`config.mk`:
```
export PLATFORM = sky130hd
export DESIGN_NAME = awdrp_port
export DESIGN_NICKNAME = d
export VERILOG_FILES = /design/src/pkg/awdrp_pkg.sv /design/src/hw/awdrp_port.sv
export SDC_FILE = /design/constraint.sdc
export NUM_CORES = 1
export LEC_CHECK = 0
export BUFFER_PORTS_ARGS = -buffer_cell sky130_fd_sc_hd__buf_2
export CAP_MARGIN = 20
export CELL_PAD_IN_SITES_DETAIL_PLACEMENT = 1
export CELL_PAD_IN_SITES_GLOBAL_PLACEMENT = 2
export CORE_MARGIN = 4
export CORE_UTILIZATION = 40
export CTS_BUF_LIST = sky130_fd_sc_hd__clkbuf_2 sky130_fd_sc_hd__clkbuf_4 sky130_fd_sc_hd__clkbuf_8
export DETAILED_ROUTE_END_ITERATION = 12
export GPL_TIMING_DRIVEN = 1
export PLACE_DENSITY_LB_ADDON = 0.1
export SYNTH_ARGS = -nofsm -noshare
export SYNTH_HDL_FRONTEND = slang
export SYNTH_HIERARCHICAL = 1
export SYNTH_SLANG_ARGS = --single-unit
```
`constraint.sdc`:
```
create_clock -name pclk -period 4.8 [get_ports pclk]
set_input_delay 0.72 -clock pclk [delete_from_list [all_inputs] [get_ports pclk]]
set_output_delay 0.72 -clock pclk [all_outputs]
set_load 0.05 [all_outputs]
```
`src/pkg/awdrp_pkg.sv`:
```
// Package for the write data and write response port block.
// Assumes one APB slave window of 32-bit aligned registers.
package awdrp_pkg;

  // Register byte offsets
  localparam logic [7:0] REG_CTRL = 8'h00;
  localparam logic [7:0] REG_STATUS = 8'h04;
  localparam logic [7:0] REG_BEATS = 8'h08;
  localparam logic [7:0] REG_BURSTS = 8'h0C;
  localparam logic [7:0] REG_RESPS = 8'h10;
  localparam logic [7:0] REG_CONFIG = 8'h14;

  // Control fields and reset value
  localparam int CTRL_EN_BIT = 0;
  localparam int CTRL_MASK_BIT = 1;
  localparam logic [31:0] CTRL_RESET = 32'h0000_0001;

  // Status fields
  localparam int ST_LEVEL_LSB = 0;
  localparam int ST_LEVEL_W = 8;
  localparam int ST_FULL_BIT = 8;
  localparam int ST_EMPTY_BIT = 9;
  localparam int ST_NOSTRB_BIT = 16;
  localparam int ST_ERRRESP_BIT = 17;

  // Configuration fields
  localparam int CFG_ID_LSB = 0;
  localparam int CFG_DATA_LSB = 8;
  localparam int CFG_USER_LSB = 18;
  localparam int CFG_MSIDE_BIT = 29;
  localparam int CFG_OK_BIT = 30;
  localparam int CFG_AXI3_BIT = 31;

  // Port defaults and legal ranges
  localparam int DEF_ID_WIDTH = 4;
  localparam int DEF_DATA_WIDTH = 32;
  localparam int DEF_USER_WIDTH = 0;
  localparam int DEF_FIFO_DEPTH = 8;
  localparam int SSIDE_ID_MAX = 16;
  localparam int MSIDE_ID_MAX = 24;
  localparam int USER_MAX = 256;
  localparam int LANE_BITS = 8;
  localparam logic [1:0] BRESP_OKAY = 2'h0;

  // True for the four allowed data bus widths
  function automatic bit awdrp_data_width_ok(input int w);
    return (w == 32) || (w == 64) || (w == 128) || (w == 256);
  endfunction

endpackage

```
`src/hw/awdrp_port.sv`:
```
// Write data and write response port block with an APB register window.
// Assumes upstream master on the _s side, downstream slave on the _m side,
// one clock pclk and APB master sync to it.
//
// Overview of operation
// ID width 0-16 slave side, 1-24 master side
// Write data ID exists only under AXI3
// Data width is 32, 64, 128 or 256
// High strobe marks its byte lane valid
// One strobe per byte, bit n covers 8n..8n+7
// User sideband width 0-256, zero removes it
// Slave-facing ports end _s, master-facing _m
// Beats move only when valid and ready high
//
// Design decisions made here: the address map and the APB slave port.

////////////////////////////////////////////////////////////////////////////////

module awdrp_fifo #(
  parameter int WIDTH = 32,
  parameter int DEPTH = 8
) (
  // Clock and reset
  input wire logic pclk,
  input wire logic presetn,
  // Filling side
  input wire logic in_valid,
  output logic in_ready,
  input wire logic [WIDTH-1:0] in_data,
  // Draining side
  output logic out_valid,
  input wire logic out_ready,
  output logic [WIDTH-1:0] out_data,
  // Fill level
  output logic [$clog2(DEPTH+1)-1:0] level
);
  localparam int PW = (DEPTH > 1) ? $clog2(DEPTH) : 1;
  localparam int LW = $clog2(DEPTH+1);
  localparam logic [PW-1:0] LAST_IDX = PW'(DEPTH - 1);

  logic [WIDTH-1:0] mem [DEPTH];
  logic [PW-1:0] wr_idx;
  logic [PW-1:0] rd_idx;
  logic [LW-1:0] count;
  wire push = in_valid && in_ready;
  wire pop = out_valid && out_ready;
  wire [PW-1:0] next_wr_idx = (wr_idx == LAST_IDX) ? '0 : PW'(wr_idx + 1'b1);
  wire [PW-1:0] next_rd_idx = (rd_idx == LAST_IDX) ? '0 : PW'(rd_idx + 1'b1);

  // Full stops intake, so back-pressure reaches the source
  assign in_ready = (count != LW'(DEPTH));
  assign out_valid = (count != '0);
  assign out_data = mem[rd_idx];
  assign level = count;

  always_ff @(posedge pclk or negedge presetn) begin
    if (!presetn) begin
      wr_idx <= '0;
      rd_idx <= '0;
      count <= '0;
    end else begin
      if (push) wr_idx <= next_wr_idx;
      if (pop) rd_idx <= next_rd_idx;
      if (push && !pop) count <= LW'(count + 1'b1);
      else if (pop && !push) count <= LW'(count - 1'b1);
    end
  end

  // Payload storage needs no reset; valid gates it
  always_ff @(posedge pclk) begin
    if (push) mem[wr_idx] <= in_data;
  end
endmodule

////////////////////////////////////////////////////////////////////////////////

module awdrp_port #(
  parameter int ID_WIDTH = awdrp_pkg::DEF_ID_WIDTH,
  parameter int DATA_WIDTH = awdrp_pkg::DEF_DATA_WIDTH,
  parameter int USER_WIDTH = awdrp_pkg::DEF_USER_WIDTH,
  parameter bit AXI3 = 1'b1,
  parameter bit MASTER_SIDE = 1'b0,
  parameter int FIFO_DEPTH = awdrp_pkg::DEF_FIFO_DEPTH
) (
  // Clock and reset
  input wire logic pclk,
  input wire logic presetn,
  // APB register window
  input wire logic [7:0] paddr,
  input wire logic psel,
  input wire logic penable,
  input wire logic pwrite,
  input wire logic [31:0] pwdata,
  output logic pready,
  output logic [31:0] prdata,
  output logic pslverr,
  // Write data from upstream master
  input wire logic [((ID_WIDTH > 0) ? ID_WIDTH : 1)-1:0] wid_s,
  input wire logic [DATA_WIDTH-1:0] wdata_s,
  input wire logic [DATA_WIDTH/awdrp_pkg::LANE_BITS-1:0] wstrb_s,
  input wire logic wlast_s,
  input wire logic [((USER_WIDTH > 0) ? USER_WIDTH : 1)-1:0] wuser_s,
  input wire logic wvalid_s,
  output logic wready_s,
  // Write response to upstream master
  output logic [((ID_WIDTH > 0) ? ID_WIDTH : 1)-1:0] bid_s,
  output logic [1:0] bresp_s,
  output logic [((USER_WIDTH > 0) ? USER_WIDTH : 1)-1:0] buser_s,
  output logic bvalid_s,
  input wire logic bready_s,
  // Write data to downstream slave
  output logic [((ID_WIDTH > 0) ? ID_WIDTH : 1)-1:0] wid_m,
  output logic [DATA_WIDTH-1:0] wdata_m,
  output logic [DATA_WIDTH/awdrp_pkg::LANE_BITS-1:0] wstrb_m,
  output logic wlast_m,
  output logic [((USER_WIDTH > 0) ? USER_WIDTH : 1)-1:0] wuser_m,
  output logic wvalid_m,
  input wire logic wready_m,
  // Write response from downstream slave
  input wire logic [((ID_WIDTH > 0) ? ID_WIDTH : 1)-1:0] bid_m,
  input wire logic [1:0] bresp_m,
  input wire logic [((USER_WIDTH > 0) ? USER_WIDTH : 1)-1:0] buser_m,
  input wire logic bvalid_m,
  output logic bready_m
);
  import awdrp_pkg::*;

  // Zero widths keep a one-bit port that is tied off and ignored
  localparam int IDW = (ID_WIDTH > 0) ? ID_WIDTH : 1;
  localparam int USW = (USER_WIDTH > 0) ? USER_WIDTH : 1;
  localparam int SW = DATA_WIDTH / LANE_BITS;
  localparam int EW = IDW + USW + SW + 1 + DATA_WIDTH;
  localparam int LW = $clog2(FIFO_DEPTH + 1);
  localparam bit HAS_ID = (ID_WIDTH > 0);
  localparam bit HAS_WID = AXI3 && HAS_ID;
  localparam bit HAS_USER = (USER_WIDTH > 0);
  localparam bit ID_OK = MASTER_SIDE ? (ID_WIDTH >= 1 && ID_WIDTH <= MSIDE_ID_MAX)
                                     : (ID_WIDTH >= 0 && ID_WIDTH <= SSIDE_ID_MAX);
  localparam bit USER_OK = (USER_WIDTH >= 0) && (USER_WIDTH <= USER_MAX);
  localparam bit CFG_OK = ID_OK && USER_OK && awdrp_data_width_ok(DATA_WIDTH);

  ////////////////////////////////////////////////////////////////////////////////
  // Register state

  logic [31:0] ctrl;
  logic flag_nostrb;
  logic flag_errresp;
  logic [31:0] beat_count;
  logic [31:0] burst_count;
  logic [31:0] resp_count;
  logic [31:0] prdata_q;
  logic pslverr_q;

  ////////////////////////////////////////////////////////////////////////////////
  // Write data path

  wire ctrl_en = ctrl[CTRL_EN_BIT];
  wire ctrl_mask = ctrl[CTRL_MASK_BIT];
  logic [DATA_WIDTH-1:0] masked_data;
  logic fifo_in_ready;
  logic [EW-1:0] fifo_out;
  logic [LW-1:0] fifo_level;

  // Lanes with a low strobe carry nothing; masking zeroes them on request
  for (genvar i = 0; i < SW; i++) begin : g_lane
    assign masked_data[LANE_BITS*i +: LANE_BITS] =
      (ctrl_mask && !wstrb_s[i]) ? 8'h00 : wdata_s[LANE_BITS*i +: LANE_BITS]; // see
  end

  wire [IDW-1:0] in_id = HAS_WID ? wid_s : '0;
  wire [USW-1:0] in_user = HAS_USER ? wuser_s : '0;
  wire [EW-1:0] fifo_in = {in_id, in_user, wstrb_s, wlast_s, masked_data};

  // Disabling stops intake only; queued beats still drain
  wire fifo_in_valid = wvalid_s && ctrl_en;
  assign wready_s = fifo_in_ready && ctrl_en;
  wire w_accept = wvalid_s && wready_s;

  awdrp_fifo #(
    .WIDTH(EW),
    .DEPTH(FIFO_DEPTH)
  ) u_fifo (
    .pclk(pclk),
    .presetn(presetn),
    .in_valid(fifo_in_valid),
    .in_ready(fifo_in_ready),
    .in_data(fifo_in),
    .out_valid(wvalid_m),
    .out_ready(wready_m),
    .out_data(fifo_out),
    .level(fifo_level)
  );

  // Unpack the head entry onto the master-facing ports
  assign wdata_m = fifo_out[DATA_WIDTH-1:0];
  assign wlast_m = fifo_out[DATA_WIDTH];
  assign wstrb_m = fifo_out[DATA_WIDTH+1 +: SW];
  assign wuser_m = fifo_out[DATA_WIDTH+1+SW +: USW];
  assign wid_m = fifo_out[EW-1 -: IDW];

  ////////////////////////////////////////////////////////////////////////////////
  // Write response path, one register stage

  // Stage accepts when empty or being emptied this cycle
  assign bready_m = !bvalid_s || bready_s;
  wire b_in = bvalid_m && bready_m;
  wire b_out = bvalid_s && bready_s;

  always_ff @(posedge pclk or negedge presetn) begin
    if (!presetn) begin
      bvalid_s <= 1'b0;
      bid_s <= '0;
      bresp_s <= BRESP_OKAY;
      buser_s <= '0;
    end else if (bready_m) begin
      bvalid_s <= bvalid_m;
      if (bvalid_m) begin
        bid_s <= HAS_ID ? bid_m : '0;
        bresp_s <= bresp_m;
        buser_s <= HAS_USER ? buser_m : '0;
      end
    end
  end

  ////////////////////////////////////////////////////////////////////////////////
  // APB decode

  wire apb_setup = psel && !penable;
  wire apb_wr = psel && penable && pwrite;
  wire hit_ctrl = (paddr == REG_CTRL);
  wire hit_status = (paddr == REG_STATUS);
  wire hit_beats = (paddr == REG_BEATS);
  wire hit_bursts = (paddr == REG_BURSTS);
  wire hit_resps = (paddr == REG_RESPS);
  wire hit_config = (paddr == REG_CONFIG);
  wire hit_any = hit_ctrl || hit_status || hit_beats || hit_bursts || hit_resps || hit_config;

  // Status word from live FIFO state and sticky flags
  logic [31:0] status_word;
  always_comb begin
    status_word = '0;
    status_word[ST_LEVEL_LSB +: ST_LEVEL_W] = ST_LEVEL_W'(fifo_level);
    status_word[ST_FULL_BIT] = !fifo_in_ready;
    status_word[ST_EMPTY_BIT] = !wvalid_m;
    status_word[ST_NOSTRB_BIT] = flag_nostrb;
    status_word[ST_ERRRESP_BIT] = flag_errresp;
  end

  logic [31:0] config_word;
  always_comb begin
    config_word = '0;
    config_word[CFG_ID_LSB +: 5] = 5'(ID_WIDTH);
    config_word[CFG_DATA_LSB +: 9] = 9'(DATA_WIDTH);
    config_word[CFG_USER_LSB +: 9] = 9'(USER_WIDTH);
    config_word[CFG_MSIDE_BIT] = MASTER_SIDE;
    config_word[CFG_OK_BIT] = CFG_OK;
    config_word[CFG_AXI3_BIT] = AXI3;
  end

  wire [31:0] read_mux = hit_ctrl ? ctrl :
                         hit_status ? status_word :
                         hit_beats ? beat_count :
                         hit_bursts ? burst_count :
                         hit_resps ? resp_count :
                         hit_config ? config_word : 32'h0000_0000;

  // Read data captured in the setup cycle, so the bus sees a flop
  always_ff @(posedge pclk or negedge presetn) begin
    if (!presetn) begin
      prdata_q <= '0;
      pslverr_q <= 1'b0;
    end else if (apb_setup) begin
      prdata_q <= pwrite ? 32'h0000_0000 : read_mux;
      pslverr_q <= !hit_any;
    end
  end

  assign pready = 1'b1;
  assign prdata = prdata_q;
  assign pslverr = pslverr_q;

  ////////////////////////////////////////////////////////////////////////////////
  // Control, flags and counters

  wire set_nostrb = w_accept && (wstrb_s == '0);
  wire set_errresp = b_in && (bresp_m != BRESP_OKAY);
  wire clr_nostrb = apb_wr && hit_status && pwdata[ST_NOSTRB_BIT];
  wire clr_errresp = apb_wr && hit_status && pwdata[ST_ERRRESP_BIT];
  wire burst_done = w_accept && wlast_s;

  // A clearing write restarts a counter; an event in that cycle still counts
  wire [31:0] next_beat_count = (apb_wr && hit_beats) ? 32'(w_accept) : beat_count + 32'(w_accept);
  wire [31:0] next_burst_count = (apb_wr && hit_bursts) ? 32'(burst_done) : burst_count + 32'(burst_done);
  wire [31:0] next_resp_count = (apb_wr && hit_resps) ? 32'(b_out) : resp_count + 32'(b_out);

  always_ff @(posedge pclk or negedge presetn) begin
    if (!presetn) begin
      ctrl <= CTRL_RESET;
      flag_nostrb <= 1'b0;
      flag_errresp <= 1'b0;
      beat_count <= '0;
      burst_count <= '0;
      resp_count <= '0;
    end else begin
      if (apb_wr && hit_ctrl) ctrl <= {30'h0, pwdata[CTRL_MASK_BIT], pwdata[CTRL_EN_BIT]};
      flag_nostrb <= (flag_nostrb && !clr_nostrb) || set_nostrb;
      flag_errresp <= (flag_errresp && !clr_errresp) || set_errresp;
      beat_count <= next_beat_count;
      burst_count <= next_burst_count;
      resp_count <= next_resp_count;
    end
  end
endmodule

```
* Word level (Yosys, flattened, before mapping) *
Memories as Yosys holds them, arrays and structs flattened.
Cells that the tools add are included.

storage, ports and cells
  output and inout port bits = 87
  bits in registers = 150
  memories kept = 1
  RAM bits = 328
  logic and storage cells = 105

memory list
  name        words  bits a word  read ports  clocked after Yosys merged registers in  wr ports  RTL line          source
  u_fifo.mem  8      41           1           0                                        1         awdrp_port.sv:41  logic [WIDTH-1:0] mem [DEPTH];

cells by class
  reductions and logical operators = 55
  add/subtract/negate cells = 7
  mux-type cells = 20
  eq/ne operators = 8

operators by type and width
  operator               number
  $mux W32               10
  $add A32 B1 Y32        3
  $mux W8                4
  $logic_and A1 B1 Y1    28
  $eq A8 B4 Y1 const B   2
  $eq A8 B5 Y1 const B   2
  $logic_not A1 Y1       13
  $eq A8 B3 Y1 const B   1
  $logic_not A8 Y1       1
  $logic_or A1 B1 Y1     8
  $mux W4                2
  $add A3 B1 Y3 const B  2
  $eq A3 B3 Y1 const B   2
  $mux W3                2
  $add A4 B1 Y4 const B  1
  $logic_not A4 Y1       1
  $ne A4 B4 Y1 const B   1
  $reduce_bool A2 Y1     2
  $reduce_bool A4 Y1     1
  $sub A4 B1 Y4 const B  1
  $mux W1                2
  $reduce_and A2 Y1      1

* Depth between registers and ports, before layout *
  depth in word-level cells = 8
  gate-level depth with buffers = 10

* Modules after synthesis *
The synthesis kept the hierarchy.

modules (own cells, without submodules)
  module      area an instance (um^2)  seq. area each (um^2)  cells an instance  instances
  awdrp_fifo  13,534.2                 10,339.9               551                1
  awdrp_port  7,946.4                  3,504.6                879                1

* Least setup slack after synthesis *
Ideal clock, no wire load.

  kind = input-to-reg
  start point = input port wvalid_s
  end point = memory u_fifo/mem[0][0] in the netlist's numbering, enable pin
  cell stages on the path = 3
  setup time = 546 ps
  data arrival time = 4,982 ps
  slack = -728 ps
  path through = and2_1 > nand2_2 > nor4_1

on the way
  cells in the longest elaborated chain, start to end = 4

ends and longest elaborated chain
  what                           RTL line           source
  start, declared                awdrp_port.sv:103  input wire logic wvalid_s,
  $logic_and A1 B1 Y1            awdrp_port.sv:175  wire fifo_in_valid = wvalid_s && ctrl_en;
  $logic_and A1 B1 Y1            awdrp_port.sv:45   wire push = in_valid && in_ready;
  $mux W1                        awdrp_port.sv:71   if (push) mem[wr_idx] <= in_data;
  $mux W1 (implied by the code)  awdrp_port.sv:71
  end, declared                  awdrp_port.sv:41

No other way between the ends.

* Worst setup path in the final report *
  start point = register u_fifo.rd_idx[0]
  end point = output port wstrb_m[1] in the netlist's numbering

on the way
  cells in the longest elaborated chain, start to end = 1

ends and longest elaborated chain
  what                    RTL line           source
  start, declared         awdrp_port.sv:43   logic [PW-1:0] rd_idx;
  start signal, assigned  awdrp_port.sv:63   if (pop) rd_idx <= next_rd_idx;
  $mem_v2 Z8 W41          n/a
  end, declared           awdrp_port.sv:114  output logic [DATA_WIDTH/awdrp_pkg::LANE_BITS-1:0] wstrb_m,

No other way between the ends.

==> key figures <==
Yosys
  • Most common cell in the synthesized netlist: edfxtp_1
  • Post-Syn Area: 21,500 µm²
  • Top cells by area, synth: edfxtp_1 (47%), dfrtp_1 (17%), mux4_2 (6.7%)
  • Post-synth top area cell: edfxtp_1
  • Top FF cell, synth: edfxtp_1
  • Yosys reg bits: 486
  • Synth Warn #: 6
  • Post-synth EDFFs: 336
  • Post-synth ARST share: 0.309
  • Top cell type's share of synthesized area: 0.470
  • Mean post-synth cell area: 15.0 µm²
  • Syn Inst Count: 1,430
  • Synth unique cells: 69
  • Synth cell count leaders: edfxtp_1 (336), dfrtp_1 (149), nand2_1 (90)
  • Post-synthesis sequential area ratio: 0.645

Drt
  • Via count: 13,123
  • # DRC: 0
  • DRT iter0 DRCs: 697
  • Vias/cell: 5.53
  • Routed wire per std cell: 23.4 µm
  • DRT Pass-1 Iters: 4
  • Total Routed Length: 55.6 mm
  • ANT nets after route: 0

Clock network
  • Max Root-Sink Buffers: 3
  • Hold buffers post-CTS: 0
  • Clock tree sinks: 486
  • Reg clk slew, reported paths: 0.07 ns
  • Resize count post-CTS: 0
  • Total CTS buffers: 83
  • Clk root buf: clkbuf_8
  • H-tree Lvls: 3
  • Clock Latency Late Sink: 0.67 ns
  • CTS tree: yes
  • Post-CTS Setup Bufs: 0

Floorplanning
  • Die X: 240 µm
  • I/O Pins: 185
  • Initial Util: 0.406
  • Die height: 240 µm
  • Die area: 57,500 µm²
  • CORE AREA: 52,900 µm²
  • Row Count: 84

Timing
  • Setup TNS: 0 ns
  • Fin crit period: 3.79 ns
  • Fin crit share: 0.790
  • Final hold vios: 0
  • Final setup viols: 0
  • Max Slew Vio Count: 0
  • FMAX: 264 MHz
  • RSZ-0062 raised after global routing: no
  • Clk_skew: 0.0323 ns
  • Rel. slew slack: 0.284
  • Slew of the pin with the lowest slew margin: 1.07 ns

Critical path
  • Max stage delay on crit path: 0.83 ns
  • CP delay by family, top: multiplexers
  • Setup crit start kind: flip-flop
  • Cells along the critical path: buf_12 > mux4_1 > mux2_2 > buf_2
  • Slowest CP cell: dfrtp_4
  • FF-to-FF path depth: 8
  • Critical path class: reg2out
  • CP max FO: 43
  • Buffers and inverters on the worst path: 2
  • Critical path depth: 4
  • Worst setup EP type: output pin
  • WP data required: 4.08 ns
  • Crit path DAT: 3.07 ns

Finish
  • Proportion of layout cells with a drive suffix above 1: 0.276
  • Final std cells w/o fill: 2,372
  • Nets: 1,729
  • Syn-to-layout area delta: 15.1%
  • FF/Latch Area: 13,900 µm²
  • Multi-input gate area: 7240 µm²
  • Fill count: 5,300
  • Fin util: 0.468

Power
  • Clk pwr share: 0.320
  • Internal power: 7.99 mW
  • Logic pwr share: 0.267
  • NetSw: 3.91 mW
  • Pwr/cell area: 481 nW/µm²
  • Switching share of power: 0.328
  • Leakage: 9.00 nW
  • Part of the power in registers: 0.413
  • Worst VDD drop: 0.000225 V

Hold path
  • Min-Delay Path Class: in2async

Placed design
  • Inst Count DP: 2,220
  • Number of buffers added on ports: 152
  • GPL Wtd Cong: 0.772
  • DPL Wire Length: 35.2 mm

GRT
  • Total track usage: 0.196
  • Largest net degree at the start of global routing: 82
  • Initial antenna violation count: 2
  • Vias in the first global route: 14,171
  • Gr ovfl total: 0
  • First-pass GRT wire length: 86.2 mm

Run status
  • Status: finished clean

Run
  • Maxcap violations: 0
cell families (layout without fill, tap and decap cells):
group / count (synthesis) / in the layout / synth area share
adder cells (fa/ha/maj): 14 / 14 / 0.00850
multiplexers: 155 / 155 / 0.135
XOR/XNOR: 37 / 37 / 0.0151
AND/OR/NAND/NOR: 399 / 399 / 0.103
buffers and inverters: 101 / 345 / 0.0236
flip-flops: 486 / 486 / 0.645
other: 2 / 12 / 0.000350
AO/OA/AOI/OAI: 236 / 236 / 0.0704
worst register-to-register path, cell delays in order (launching register included):
cell and delay, ns:
dfrtp_1 0.52, or4b_1 0.28, and3_1 0.27, and2_1 0.23, ha_1 0.22, nand3_1 0.15
or4_1 0.75, or4_1 0.61, a21oi_1 0.16
cells in the final DEF, fill, tap and decap left out, types with 18 or more instances in the layout:
cell      synthesis  final
a21oi_1          76     76
nand4_1          36     36
and2_1           44     44
xor2_1           26     26
nand3_1          37     37
nand2_1          90     90
nor2_1           48     45
a32o_1           27     27
edfxtp_1        336    336
o31ai_1          31     31
mux4_2           64     64
mux4_1           20     20
buf_4             3     24
o21ai_0          68     68
mux2_4           38     38
or3_1            18     18
clkbuf_4          2     29
buf_2            10    151
dfrtp_1         149    146
or4_1            35     35
clkbuf_8          0     94
final cells by class:
cell class                 count  area share
antenna                        2    0.000203
clock inverter                27     0.00785
timing repair buffer         178      0.0399
sequential                   486       0.561
clock buffer                 123      0.0612
inverter                      17     0.00258
tap                          688      0.0348
multi-input combinational    851       0.293
sequential cells by signal (all words and copies together), names as in the netlist:
name	flops
u_fifo/mem	336
flag_nostrb	1
pslverr	1
beat_count	32
burst_count	32
u_fifo/rd_idx	3
bvalid_s	1
prdata	32
u_fifo/level	4
ctrl	2
bid_s	4
resp_count	32
u_fifo/wr_idx	3
bresp_s	2
flag_errresp	1
final timing paths:
path,startpoint,to,slack (ns)
max,u_fifo/rd_idx[0]$_DFFE_PN0P_,wstrb_m[1],1.01
min,presetn,prdata[29]$_DFFE_PN0P_,0.13
max reg2reg,u_fifo/level[0]$_DFFE_PN0P_,burst_count[26]$_DFF_PN0_,1.50
min reg2reg,flag_nostrb$_DFF_PN0_,flag_nostrb$_DFF_PN0_,0.50
max in group asynchronous,presetn,bid_s[0]$_DFFE_PN0P_,3.59
min in group pclk,bvalid_m,bvalid_s$_DFFE_PN0N_,0.27
power groups by stage:
stage | logic [mW] | clock network (mW) | registers, mW
after floorplan | 2.82 | 0 | 4.76
after global placement | 3.19 | 0 | 5.00
after detailed placement | 3.23 | 0 | 5.01
after CTS | 3.23 | 3.94 | 4.92
after global routing | 3.37 | 4.16 | 4.94
final | 3.17 | 3.81 | 4.91
metrics by stage:
step | power (mW) | setup WS (ns) | hold WS (ns) | area, µm²
2_1_floorplan | 7.58 | 0.388 | 0.424 | 21500
3_3_place_gp | 8.19 | 1.51 | 0.482 | 23000
3_5_place_dp | 8.23 | 1.48 | 0.484 | 23000
4_1_cts | 12.1 | 0.869 | 0.111 | 24700
5_1_grt | 12.5 | 0.796 | 0.150 | 24700
6_report | 11.9 | 1.01 | 0.131 | 24700
per-layer routing:
| layer | vias to the layer above | GRT usage | routed length, µm |
|---|---|---|---|
| met4 | 4 | 0.0473 | 1150 |
| li1 | 6007 | - | - |
| met2 | 231 | 0.326 | 27500 |
| met5 | - | 0 | 27 |
| met1 | 6792 | 0.267 | 24800 |
| met3 | 89 | 0.0380 | 2120 |
Power figures use the tool's default switching activity.
